`src/rtl/sdm_defines.svh`:
```
`ifndef SDM_DEFINES_SVH
`define SDM_DEFINES_SVH
// ==========================================
// Geometry.
`define SDM_ROW_W 12
`define SDM_COL_W 9
`define SDM_BANK_W 2
`define SDM_DATA_W 64
`define SDM_LANES 8
// ==========================================
// Mode word fields on the address lines.
`define SDM_MODE_BL_LSB 0
`define SDM_MODE_CL_LSB 4
`define SDM_RST_CL 3'h3
`define SDM_RST_BL 3'h0
// ==========================================
// Read data may trail a burst cut short.
`define SDM_TRAIL_CL3 2
`define SDM_TRAIL_CL2 1
`define SDM_MEM_DEPTH 16
`endif

```
`src/rtl/sdm_pkg.sv`:
```
package sdm_pkg;
  typedef enum logic [2:0] {
    CMD_NOP = 3'h0,
    CMD_ACT = 3'h1,
    CMD_RD = 3'h2,
    CMD_WR = 3'h3,
    CMD_PRE = 3'h4,
    CMD_REF = 3'h5,
    CMD_STOP = 3'h6,
    CMD_MRS = 3'h7
  } sdm_cmd_e;
  typedef struct packed {
    logic [63:0] data;
    logic [7:0] laneMask;
  } sdm_word_s;
endpackage

```
`src/rtl/sdm_module_core.sv`:
```
// Operation
// - Sample all inputs on rising clock edge.
// - Deselected chip ignores all but enable, masks.
// - Low clock enable freezes on its own edge.
// - Row twelve bits, column nine bits, shared.
// - Bank lines pick bank at row, column.
// - Row strobe low latches row address.
// - Column strobe low latches column, starts access.
// - Write data captured from write command edge.
// - Lane mask blocks write, floats read lane.
// - New column accepted every clock cycle.
// - Cut read trails two words CL3, one CL2.
`timescale 1ns/1ps
`default_nettype none
`include "sdm_defines.svh"
module sdm_module_core #(
  parameter int MEM_DEPTH = `SDM_MEM_DEPTH
) (
  // Clock and reset.
  input wire logic clk,
  input wire logic srst,
  // Command pins.
  input wire logic clockEnable,
  input wire logic chipSelectN,
  input wire logic rowStrobeN,
  input wire logic columnStrobeN,
  input wire logic writeEnableN,
  input wire logic [`SDM_BANK_W-1:0] bank_select,
  input wire logic [`SDM_ROW_W-1:0] muxed_address,
  input wire logic [`SDM_LANES-1:0] byte_lane_mask,
  // Data pins, split into three signals; enable low drives.
  input wire logic [`SDM_DATA_W-1:0] dataBusIn,
  output logic [`SDM_DATA_W-1:0] dataBusOut,
  output logic [`SDM_LANES-1:0] dataBusOeN,
  // Read receiver back-pressure and open-bank status.
  input wire logic readReady,
  output logic readValid,
  output logic [`SDM_BANK_W-1:0] lastBank,
  output logic powerDown
);
  localparam int AW = $clog2(MEM_DEPTH);
  // ==========================================
  // Parameter checks.
  // The index is a plain slice of the column, so only powers of two are served.
  if (MEM_DEPTH < 2 || MEM_DEPTH > (1 << `SDM_COL_W)) begin : gDepthRange
    $error("MEM_DEPTH out of range");
  end
  if ((MEM_DEPTH & (MEM_DEPTH - 1)) != 0) begin : gDepthPow2
    $error("MEM_DEPTH must be a power of two");
  end
  // ==========================================
  // Command decode.
  // A low clock enable masks the command on its own edge and holds the read pipe still.
  wire active = clockEnable;
  wire selected = active && !chipSelectN;
  wire [2:0] strobes = {rowStrobeN, columnStrobeN, writeEnableN};
  sdm_pkg::sdm_cmd_e cmd;
  assign cmd = !selected ? sdm_pkg::CMD_NOP :
    sdm_pkg::sdm_cmd_e'(strobes == 3'b011 ? 3'h1 :
    strobes == 3'b101 ? 3'h2 :
    strobes == 3'b100 ? 3'h3 :
    strobes == 3'b010 ? 3'h4 :
    strobes == 3'b001 ? 3'h5 :
    strobes == 3'b110 ? 3'h6 :
    strobes == 3'b000 ? 3'h7 : 3'h0);
  wire isAct = (cmd == sdm_pkg::CMD_ACT);
  wire isRd = (cmd == sdm_pkg::CMD_RD);
  wire isWr = (cmd == sdm_pkg::CMD_WR);
  wire isPre = (cmd == sdm_pkg::CMD_PRE);
  wire isStop = (cmd == sdm_pkg::CMD_STOP);
  wire isMrs = (cmd == sdm_pkg::CMD_MRS);
  // ==========================================
  // Bank, row and mode state.
  logic [3:0] bankOpen_q;
  logic [`SDM_ROW_W-1:0] openRow_q [4];
  logic [2:0] casLat_q;
  logic [2:0] burstLen_q;
  logic [`SDM_BANK_W-1:0] lastBank_q;
  logic powerDown_q;
  wire [`SDM_COL_W-1:0] colAddr = muxed_address[`SDM_COL_W-1:0];
  wire [AW-1:0] memIdx = colAddr[AW-1:0];
  wire [2:0] trailLoad = (casLat_q == 3'h3) ? 3'(`SDM_TRAIL_CL3) : 3'(`SDM_TRAIL_CL2);
  always_ff @(posedge clk) begin
    if (srst) begin
      bankOpen_q <= 4'h0;
      casLat_q <= `SDM_RST_CL;
      burstLen_q <= `SDM_RST_BL;
      lastBank_q <= 2'h0;
      powerDown_q <= 1'b0;
    end else begin
      powerDown_q <= !clockEnable && (bankOpen_q == 4'h0);
      if (isAct) begin
        bankOpen_q[bank_select] <= 1'b1;
        openRow_q[bank_select] <= muxed_address;
        lastBank_q <= bank_select;
      end
      if (isPre) begin
        if (muxed_address[10]) bankOpen_q <= 4'h0;
        else bankOpen_q[bank_select] <= 1'b0;
      end
      if (isRd || isWr) lastBank_q <= bank_select;
      if (isMrs) begin
        casLat_q <= muxed_address[`SDM_MODE_CL_LSB +: 3];
        burstLen_q <= muxed_address[`SDM_MODE_BL_LSB +: 3];
      end
    end
  end
  // ==========================================
  // Storage; writes land the same edge as the column command.
  // The bank is ignored here, so a small array stands in for the whole module.
  logic [`SDM_DATA_W-1:0] mem_q [MEM_DEPTH];
  wire [`SDM_LANES-1:0] laneWrite = {`SDM_LANES{isWr}} & ~byte_lane_mask;
  always_ff @(posedge clk) begin
    for (int l = 0; l < `SDM_LANES; l++) begin
      if (laneWrite[l]) mem_q[memIdx][l*8 +: 8] <= dataBusIn[l*8 +: 8];
    end
  end
  // ==========================================
  // Read path; a read may issue every cycle, so the pipe is a shift line.
  logic [7:0] rdPipe_q;
  logic [AW-1:0] rdIdx_q [8];
  logic [2:0] trail_q;
  wire cutRead = isPre || isStop;
  always_ff @(posedge clk) begin
    if (srst) begin
      rdPipe_q <= 8'h0;
      trail_q <= 3'h0;
    end else if (active) begin
      rdPipe_q <= {rdPipe_q[6:0], isRd};
      if (cutRead && rdPipe_q != 8'h0) trail_q <= trailLoad;
      else if (trail_q != 3'h0) trail_q <= trail_q - 3'h1;
    end
  end
  always_ff @(posedge clk) begin
    if (active) begin
      rdIdx_q[0] <= memIdx;
      for (int i = 1; i < 8; i++) rdIdx_q[i] <= rdIdx_q[i-1];
    end
  end
  wire [2:0] tap = casLat_q - 3'h1;
  wire rdDue = active && rdPipe_q[tap];
  sdm_pkg::sdm_word_s rdWord;
  sdm_pkg::sdm_word_s bufWord;
  assign rdWord.data = mem_q[rdIdx_q[tap]];
  assign rdWord.laneMask = byte_lane_mask;
  logic bufValid;
  // A further read while two words wait is dropped; the receiver must not stall that long.
  sdm_skid_buf #(.WIDTH($bits(sdm_pkg::sdm_word_s))) uBuf (
    .clk(clk),
    .srst(srst),
    .inValid(rdDue),
    .inReady(),
    .inData(rdWord),
    .outValid(bufValid),
    .outReady(readReady),
    .outData(bufWord)
  );
  // ==========================================
  // Output registers; a masked lane floats.
  // Registering the pins costs a cycle of latency but keeps every output free of glitches.
  logic [`SDM_DATA_W-1:0] dOut_q;
  logic [`SDM_LANES-1:0] oeN_q;
  logic rdValid_q;
  always_ff @(posedge clk) begin
    if (srst) begin
      dOut_q <= 64'h0;
      oeN_q <= 8'hff;
      rdValid_q <= 1'b0;
    end else begin
      rdValid_q <= bufValid && readReady;
      dOut_q <= bufWord.data;
      oeN_q <= (bufValid && readReady) ? bufWord.laneMask : 8'hff;
    end
  end
  assign dataBusOut = dOut_q;
  assign dataBusOeN = oeN_q;
  assign readValid = rdValid_q;
  assign lastBank = lastBank_q;
  assign powerDown = powerDown_q;
  // ==========================================
  // Checks.
  ignored_desel_a: assert property (@(posedge clk) disable iff (srst)
    (active && chipSelectN && strobes == 3'b101) |=> !rdPipe_q[0]) else $error("deselected read");
  freeze_a: assert property (@(posedge clk) disable iff (srst)
    !clockEnable |=> $stable(rdPipe_q) && $stable(trail_q)) else $error("freeze broken");
  act_opens_a: assert property (@(posedge clk) disable iff (srst)
    isAct |=> bankOpen_q[$past(bank_select)]) else $error("bank not opened");
  trail_cl3_a: assert property (@(posedge clk) disable iff (srst)
    (cutRead && active && rdPipe_q != 8'h0 && casLat_q == 3'h3) |=> trail_q == 3'(`SDM_TRAIL_CL3))
    else $error("trail");
  pipe_a: assert property (@(posedge clk) disable iff (srst)
    (isRd ##1 clockEnable) |-> rdPipe_q[0]) else $error("read lost");
  mask_float_a: assert property (@(posedge clk) disable iff (srst)
    !rdValid_q |-> oeN_q == 8'hff) else $error("driving idle");
  mrs_a: assert property (@(posedge clk) disable iff (srst)
    isMrs |=> casLat_q == $past(muxed_address[6:4])) else $error("mode");
  pd_a: assert property (@(posedge clk) disable iff (srst)
    (!clockEnable && bankOpen_q == 4'h0) |=> powerDown_q) else $error("power down");
  wr_lands_a: assert property (@(posedge clk) disable iff (srst)
    laneWrite[0] |=> mem_q[$past(memIdx)][7:0] == $past(dataBusIn[7:0])) else $error("write lost");
  mask_keeps_a: assert property (@(posedge clk) disable iff (srst)
    (isWr && byte_lane_mask[0]) |=> mem_q[$past(memIdx)][7:0] == $past(mem_q[memIdx][7:0])) else $error("mask");
  desel_write_a: assert property (@(posedge clk) disable iff (srst)
    (!selected && strobes == 3'b100) |=> mem_q[$past(memIdx)] == $past(mem_q[memIdx])) else $error("desel");
  pre_all_a: assert property (@(posedge clk) disable iff (srst)
    (isPre && muxed_address[10]) |=> bankOpen_q == 4'h0) else $error("banks left open");
  act_row_a: assert property (@(posedge clk) disable iff (srst)
    isAct |=> openRow_q[$past(bank_select)] == $past(muxed_address)) else $error("row not latched");
  last_bank_a: assert property (@(posedge clk) disable iff (srst)
    (isRd || isWr) |=> lastBank_q == $past(bank_select)) else $error("column bank");
  burst_len_a: assert property (@(posedge clk) disable iff (srst)
    isMrs |=> burstLen_q == $past(muxed_address[2:0])) else $error("burst length");
endmodule
`default_nettype wire

```
`src/rtl/sdm_skid_buf.sv`:
```
`timescale 1ns/1ps
`default_nettype none
// ==========================================
// Two-entry buffer; a stalled drain never loses a word.
module sdm_skid_buf #(
  parameter int WIDTH = 72
) (
  // Clock and reset.
  input wire logic clk,
  input wire logic srst,
  // Fill side.
  input wire logic inValid,
  output logic inReady,
  input wire logic [WIDTH-1:0] inData,
  // Drain side.
  output logic outValid,
  input wire logic outReady,
  output logic [WIDTH-1:0] outData
);
  if (WIDTH < 1) begin : gWidthCheck
    $error("WIDTH must be positive");
  end
  logic [WIDTH-1:0] mem_q [2];
  logic wrPtr_q;
  logic rdPtr_q;
  logic [1:0] count_q;
  wire doPush = inValid && inReady;
  wire doPop = outValid && outReady;
  assign inReady = (count_q != 2'h2);
  assign outValid = (count_q != 2'h0);
  assign outData = mem_q[rdPtr_q];
  always_ff @(posedge clk) begin
    if (srst) begin
      wrPtr_q <= 1'b0;
      rdPtr_q <= 1'b0;
      count_q <= 2'h0;
    end else begin
      if (doPush) wrPtr_q <= ~wrPtr_q;
      if (doPop) rdPtr_q <= ~rdPtr_q;
      count_q <= count_q + {1'b0, doPush} - {1'b0, doPop};
    end
  end
  always_ff @(posedge clk) begin
    if (doPush) mem_q[wrPtr_q] <= inData;
  end
endmodule
`default_nettype wire

```
`config.mk`:
```
export PLATFORM = sky130hd
export DESIGN_NAME = sdm_module_core
export DESIGN_NICKNAME = d
export VERILOG_FILES = /design/src/rtl/sdm_pkg.sv /design/src/rtl/sdm_module_core.sv /design/src/rtl/sdm_skid_buf.sv
export VERILOG_INCLUDE_DIRS = /design/src /design/src/rtl
export SDC_FILE = /design/constraint.sdc
export NUM_CORES = 1
export LEC_CHECK = 0
export ABC_AREA = 1
export BUFFER_PORTS_ARGS = -buffer_cell sky130_fd_sc_hd__buf_2
export CORE_MARGIN = 2
export CORE_UTILIZATION = 35
export CTS_BUF_LIST = sky130_fd_sc_hd__clkbuf_16
export CTS_CLUSTER_DIAMETER = 30
export CTS_CLUSTER_SIZE = 16
export DETAILED_ROUTE_END_ITERATION = 8
export SYNTH_ARGS = -nofsm -noshare
export SYNTH_HDL_FRONTEND = slang
export SYNTH_HIERARCHICAL = 1
export SYNTH_SLANG_ARGS = --single-unit
```
`constraint.sdc`:
```
create_clock -name clk -period 16.5 [get_ports clk]
set_clock_uncertainty 0.05 [all_clocks]
set_input_delay 1.65 -clock clk [delete_from_list [all_inputs] [get_ports clk]]
set_output_delay 1.65 -clock clk [all_outputs]
set_load 0.1 [all_outputs]
```
==> run metrics, run 1 <==
run status=complete, no violations; setup slack at placement=around 9.7 ns; part of the total power dissipated in sequential elements=between 30% and 40%; overall die width=about 400 µm; Post-DP HPWL=between 70 and 80 mm; number of cells on the worst reg-to-reg path=13; start point of the worst min-delay path=rdIdx_q[2][0]; GPL Wtd Cong=0.7754; sequential-to-total area share from yosys stat=~70%; number of rows in the core area=144; count of buffers inserted at the top-level ports=165; net switching power figure=approximately 2.5 mW; CTS tree=done; total number of H-tree levels=4; fraction of layout cells with a size suffix above 1=approximately 14%; number of detailed-route iterations in the first pass=6; deepest clock path buffer count=3; share of synthesized area spent on multiplexers=1.974%; classification of the worst setup path=reg -> reg; DR WL/cell=roughly 19 µm; initial antenna violation count=27; CTS Root Buffer Type=sky130_fd_sc_hd__clkbuf_16; GRT Resource Usage Total=approximately 17%; Core Footprint=about 150000 µm²; unrepaired setup endpoints after global routing=no; critical register-to-register path startpoint=casLat_q[0]; Post-Syn Nets=roughly 4800; fin. max-slew vios=0; number of hold-repair buffers added at the cts stage=0; share of the synthesized area in compound gates (AO/OA/AOI/OAI)=0.3864%; arrival time reported for the critical path endpoint=about 7.2 ns; remaining global-route overflow=0; I/O Pins=between 150 and 200; Clk pwr share=about 53%; P&R area growth vs syn=19.58%; count of unresolved DRC violations after routing=0; category of the worst setup path launch point=flop; DRC violation total after the first TritonRoute iteration=about 3200; synthesized area=about 54000 µm²; die area=~160000 µm²; relative slew slack=~16%; area of all sequential standard cells=37960 µm²; post-synthesis xor/xnor area fraction=less than 1%; via total after detailed routing=between 30000 and 40000; Inserted Clock Buffers=approximately 240; clock latency on the worst-skew pair=slightly above 0.8 ns; count of filler cells inserted in the layout=between 10000 and 15000; final design utilization=42.18%; Leakage=between 20 and 30 nW; internal power of the cells=around 7.2 mW; category of the worst setup path capture point=flop; gate count after technology mapping=4742; post-synthesis simple-gate area fraction=21.55%; maximum VDD drop=around 0.00011 V; area occupied by multi-input gates=13120 µm²; Highest Clock Rate=148.9 MHz; min setup slack post-route=between 9 and 10 ns; register-to-register setup slack=9.78 ns; sink of the worst hold path=rdIdx_q[3][0]; via count of the first global-routing pass=between 30000 and 40000; transition at the pin with the smallest max-transition slack=around 1.3 ns; Final ANT Viol Nets=0; class of the tightest hold or removal check=reg -> reg; share of synthesized cell area in full adder, half adder and majority cells=less than 1%; dominant combinational cell family by area after synthesis=simple AND/OR/NAND/NOR gates; Reg clk slew, reported paths=0.05 ns; maximum number of pins on one net before global-route repair=~210; final critical path time including I/O delays and setup=~6.7 ns; final sum of negative setup slack=0 ns; Worst R2R End=uBuf/mem_q[1][33]; post-place instance area=between 50000 and 60000 µm²; cell area after layout=65050 µm²; initial core utilization=a little over a third; power density relative to cell area=149.2 nW/µm²; final net count=around 5000; required time reported for the critical path endpoint=between 15 and 20 ns; detail-routed via count per cell=4.917; global-route wire length before repair=between 200 and 250 mm; overall die height=~400 µm; Warnings, synthesis=6; average size of a mapped cell=about 11 µm²; portion of the clock cycle consumed by the worst path in the final layout=between 40% and 50%; CTS sink count=around 1300; number of maximum-capacitance constraint violations=0; total of endpoints with negative setup slack in the final report=0; combinational power share=a little under a tenth; distinct cell type count of the synthesized netlist=29; number of instances resized during post-cts repair=0; Hold Path Depth=0; maximum net fanout on the critical path=approximately 130; total wire length=approximately 140 mm; Tot Pwr=9.703 mW; # Post-CTS Setup Buffers=0; endpoints failing hold=0; flops & latches, synth=1296; switching share of power=between 20% and 30%
-- power by group through the flow --
stage / registers [mW] / logic (mW) / clock network, mW
2_1_floorplan: 3.91 / 0.530 / 0
3_3_place_gp: 3.75 / 0.907 / 0
3_5_place_dp: 3.76 / 0.915 / 0
4_1_cts: 3.69 / 0.919 / 5.17
5_1_grt: 3.70 / 0.995 / 5.32
6_report: 3.69 / 0.914 / 5.10
-- routing by layer --
metal | global-route usage (%) | wire, µm | part of all wire [%] | vias up
li1 | - | - | - | 16580
met1 | 22.36 | 58120 | 42 | 17020
met2 | 27.75 | 65510 | 48 | 1200
met3 | 3.641 | 9625 | 7.0 | 270
met4 | 6.186 | 3766 | 2.7 | 28
met5 | 0 | 159 | 0.12 | -
-- cell usage after synthesis, drive strengths merged --
cell / instances / share of area, %
nor2: 243 / 1.7
a21oi: 12 / 0.11
edfxtp: 1200 / 66
mux2: 72 / 2.0
inv: 437 / 3.0
o22ai: 1 / 0.012
xor2: 1 / 0.030
a32o: 2 / 0.037
nand3: 980 / 9.0
nand2: 1177 / 8.2
o211ai: 3 / 0.041
nand3b: 192 / 2.6
o21ai: 19 / 0.17
ha: 3 / 0.069
dfxtp: 96 / 3.5
xnor2: 1 / 0.016
clkbuf: 34 / 0.23
nor4: 1 / 0.012
nand4: 3 / 0.035
a31oi: 1 / 0.012
buf: 264 / 3.0
-- worst max-delay path: stages (launching register included) --
cell,delay (ns)
sky130_fd_sc_hd__dfxtp_1,0.81
sky130_fd_sc_hd__inv_1,0.57
sky130_fd_sc_hd__ha_1,0.71
sky130_fd_sc_hd__inv_2,0.21
sky130_fd_sc_hd__nand3_1,0.17
sky130_fd_sc_hd__nand3_4,0.62
sky130_fd_sc_hd__nand2_8,1.06
sky130_fd_sc_hd__buf_4,0.79
sky130_fd_sc_hd__buf_4,0.62
sky130_fd_sc_hd__nand2_1,0.10
sky130_fd_sc_hd__nand3_1,0.09
sky130_fd_sc_hd__nand3_1,0.09
sky130_fd_sc_hd__nand3_1,0.21
sky130_fd_sc_hd__nand2_1,0.14
-- final cells by class --
class	count	area share, %
flip-flops and latches	1296	58.36
inverters	437	2.541
clock inverters	213	4.126
diodes	1	0.003847
well taps	2044	3.932
multi-input cells	2711	20.17
clock buffers	238	9.156
repair buffers	198	1.712
-- state kept, by name, indices dropped and copies added, names as in the netlist, 2 cells and up, named ones only --
| register | cells |
|---|---|
| rdIdx_q | 32 |
| uBuf/mem_q | 144 |
| dataBusOut | 64 |
| lastBank | 2 |
| mem_q | 1024 |
| bankOpen_q | 4 |
| uBuf/count_q | 2 |
| casLat_q | 3 |
| rdPipe_q | 8 |
| dataBusOeN | 8 |
-- layout by cell type, fill, tap and decap left out, drive strengths merged --
cell type,netlist,layout
o22ai,1,1
nand3,980,980
edfxtp,1200,1200
nor4,1,1
o21ai,19,19
a32o,2,2
a31oi,1,1
clkbuf,34,238
nor2,243,243
clkinv,0,84
a21oi,12,12
o211ai,3,3
mux2,72,72
nand2,1177,1177
bufinv,0,43
inv,437,489
buf,264,198
nand3b,192,192
diode,0,1
clkinvlp,0,34
xor2,1,1
dfxtp,96,96
xnor2,1,1
ha,3,3
nand4,3,3
-- worst max path at each step --
stage | cells past startpoint | to | from
after CTS | 13 | uBuf/mem_q[0][31] | casLat_q[0]
final | 13 | uBuf/mem_q[1][33] | casLat_q[0]
after detailed placement | 13 | uBuf/mem_q[0][31] | casLat_q[0]
after global placement | 13 | uBuf/mem_q[0][31] | casLat_q[0]
after global routing | 14 | uBuf/mem_q[0][33] | casLat_q[0]
after floorplan | 4 | uBuf/mem_q[0][0] | clockEnable
-- logic make-up (layout without fill, tap and decap cells) --
| logic type | count (synthesis) | in the layout |
|---|---|---|
| multiplexers | 72 | 72 |
| XOR/XNOR | 2 | 2 |
| buffers and inverters | 735 | 1086 |
| other | 0 | 1 |
| adder cells (fa/ha/maj) | 3 | 3 |
| AO/OA/AOI/OAI | 38 | 38 |
| AND/OR/NAND/NOR | 2596 | 2596 |
| flip-flops | 1296 | 1296 |
-- stage by stage --
stage / instances / hold slack (ns)
2_1_floorplan: 4742 / 0.3764
3_3_place_gp: 6686 / 0.3790
3_5_place_dp: 6686 / 0.3824
4_1_cts: 7137 / 0.3928
5_1_grt: 7138 / 0.3974
6_report: 7138 / 0.3913
Note: power is estimated with default switching activity, not from simulation.
==> run 2, diff against run 1 <==
Clock period 16.5 ns to 6.1 ns, I/O delays scaled along.
==> run metrics, run 2 (synthesized netlist as in run 1, its figures left out) <==
classification of the worst setup path=reg -> reg; endpoints failing hold=0 (unchanged); Final ANT Viol Nets=0 (unchanged); final sum of negative setup slack=0 ns (unchanged); largest register by flop count=mem_q; slowest stage cell, crit path=sky130_fd_sc_hd__buf_12; CTS tree=done; list of cells traversed by the critical path=buf_4 > inv_1 > ha_1 > inv_2 > nand3_1 > nand3_4 > buf_12 > buf_4 > nand3b_1 > nand3_1 > nand3_1 > nand3_1 > nand2_1; maximum number of pins on one net before global-route repair=200 (-6.1%); power density relative to cell area=418.3 nW/µm² (+180%); fraction of layout cells with a size suffix above 1=14.29% (+0.45 points); Highest Clock Rate=222.2 MHz (+49%); DRC violation total after the first TritonRoute iteration=3061 (-3.4%); overall die width=398.2 µm (unchanged); total number of H-tree levels=5 (+1); final net count=5068 (+1.8%); final critical path time including I/O delays and setup=4.501 ns (-2.217 ns); transition at the pin with the smallest max-transition slack=1.235 ns (-0.02879 ns); portion of the clock cycle consumed by the worst path in the final layout=73.78% (+33 points); class of the tightest hold or removal check=in -> reg; P&R area growth vs syn=22.44%; die area=158600 µm² (unchanged); maximum cell stage delay along the critical path=0.74 ns (-0.32 ns); DR WL/cell=19.31 µm (+0.48%); # Post-CTS Setup Buffers=0 (unchanged); number of maximum-capacitance constraint violations=0 (unchanged); number of rows in the core area=144 (unchanged); number of instances resized during post-cts repair=0 (unchanged); total wire length=139.6 mm (+1.8%); leading cell type in the layout, fill and taps excluded=sky130_fd_sc_hd__edfxtp_1; remaining global-route overflow=0 (unchanged); CTS sink count=1296 (unchanged); category of the worst setup path capture point=flop; relative slew slack=17.38% (+1.6 points); most used routing layer=met2; flip-flop count of the largest register, all copies and words added=1024 (unchanged); GR Layer Usage met3=4.083% (+0.44 points); fin. max-slew vios=0 (unchanged); met1 Usage GRT=22.31% (-0.054 points); total of endpoints with negative setup slack in the final report=0 (unchanged); unrepaired setup endpoints after global routing=no; initial antenna violation count=23 (-15%); count of buffers inserted at the top-level ports=165 (unchanged); CTS Root Buffer Type=sky130_fd_sc_hd__clkbuf_16; count of unresolved DRC violations after routing=0 (unchanged); deepest clock path buffer count=4 (+1); clock latency on the worst-skew pair=0.88 ns (+0.05 ns); commonest cells after routing, fill and taps aside=sky130_fd_sc_hd__edfxtp_1 (1200), sky130_fd_sc_hd__nand2_1 (1173), sky130_fd_sc_hd__nand3_1 (978), sky130_fd_sc_hd__inv_1 (470), sky130_fd_sc_hd__clkbuf_16 (296); maximum VDD drop=0.0002331 V (+120%); arrival time reported for the critical path endpoint=4.99 ns (-2.25 ns); run status=complete, no violations; maximum net fanout on the critical path=199 (+49%); Inserted Clock Buffers=290 (+22%); Post-DP HPWL=78.55 mm (+3.3%); Core Footprint=154200 µm² (unchanged); GRT Resource Usage Total=17.34% (+0.31 points); Reg clk slew, reported paths=0.05 ns (about the same); category of the worst setup path launch point=flop; most frequent CP cell=sky130_fd_sc_hd__nand3_1; via total after detailed routing=35410 (+0.87%); met2 usage=28.21% (+0.47 points); overall die height=398.2 µm (unchanged); Leakage=26.40 nW (+3.6%); I/O Pins=170 (unchanged); required time reported for the critical path endpoint=6.59 ns (-10.43 ns); global-route wire length before repair=209.7 mm (+2.0%); via count of the first global-routing pass=34580 (+4.0%); GPL Wtd Cong=0.7649 (-1.4%); initial core utilization=35.27% (unchanged); detail-routed via count per cell=4.897 (-0.41%); number of detailed-route iterations in the first pass=6 (unchanged); final design utilization=43.18% (+1.0 points)
==> run 2: changes by cell type in the layout (fill, tap and decap cells not counted), moves of 6 or more <==
| cell | before | now |
|---|---|---|
| sky130_fd_sc_hd__clkbuf_16 | 238 | 296 |
| sky130_fd_sc_hd__inv_1 | 448 | 470 |
| sky130_fd_sc_hd__dlygate4sd3_1 | 0 | 18 |
| sky130_fd_sc_hd__clkinv_1 | 15 | 31 |
| sky130_fd_sc_hd__inv_6 | 30 | 15 |
| sky130_fd_sc_hd__clkinvlp_4 | 34 | 20 |
| sky130_fd_sc_hd__buf_12 | 3 | 16 |
| sky130_fd_sc_hd__clkinv_4 | 25 | 14 |
| sky130_fd_sc_hd__clkinv_16 | 9 | 0 |
| sky130_fd_sc_hd__clkinv_2 | 32 | 40 |
| sky130_fd_sc_hd__buf_4 | 31 | 37 |
==> run 2: through the flow <==
stage                     worst slack [ns]  area [µm²]  total power, mW  hold slack, ns  cells
after global placement               1.740       56710            12.63          0.3784   6705
after detailed placement             1.645       56710            12.66          0.3846   6705
after CTS                            1.645       66600            28.08       0.0006459   7229
after global routing                 1.276       66600            28.76         0.04316   7230
final                                1.599       66600            27.86         0.05263   7230
after floorplan                     0.5871       54400            12.02          0.3764   4742
==> run 2: power breakdown <==
group	leakage [nW]	switching (mW)	internal (mW)	total [mW]
combinational	9.92	1.85	0.681	2.53
sequential	11.6	0.0607	9.92	9.98
clock	4.86	4.71	10.6	15.3
total	26.4	6.62	21.2	27.9
==> run 2: final cells by class <==
cell class | count | area, µm²
fill | 14080 | 87630
sequential | 1296 | 37960
multi-input combinational | 2711 | 13120
clock buffer | 296 | 7407
tap | 2044 | 2557
clock inverter | 210 | 2301
inverter | 437 | 1653
timing repair buffer | 235 | 1599
antenna | 1 | 2.502
==> run 2: what timing repair did <==
item                                    4_1_cts  5_1_grt
endpoints found under the hold margin        26        0
endpoints found under the setup margin        0        0
hold buffers                                 18        0
==> run 2: path summary, 6_finish.rpt <==
path | depth (start not counted) | from | slack (ns) | endpoint
setup / recovery | 13 | casLat_q[0] | 1.60 | uBuf/mem_q[1][71]
hold / removal | 1 | dataBusIn[5] | 0.05 | mem_q[6][5]
setup reg to reg | 13 | casLat_q[0] | 1.60 | uBuf/mem_q[1][71]
hold reg to reg | 0 | rdIdx_q[6][3] | 0.38 | rdIdx_q[7][3]
==> run 2: worst max-delay path: cells and delay by family (launching register included) <==
kind / cells / cell delay [ns]
buffers and inverters: 5 / 1.87
flip-flops: 1 / 0.30
AND/OR/NAND/NOR: 7 / 1.34
adder cells (fa/ha/maj): 1 / 0.46
==> run 2: routing by layer <==
| layer | vias to the layer above | part of all wire (%) |
|---|---|---|
| li1 | 16770 | - |
| met1 | 17150 | 42 |
| met2 | 1168 | 48 |
| met3 | 290 | 7.0 |
| met4 | 30 | 3.0 |
| met5 | - | 0.12 |
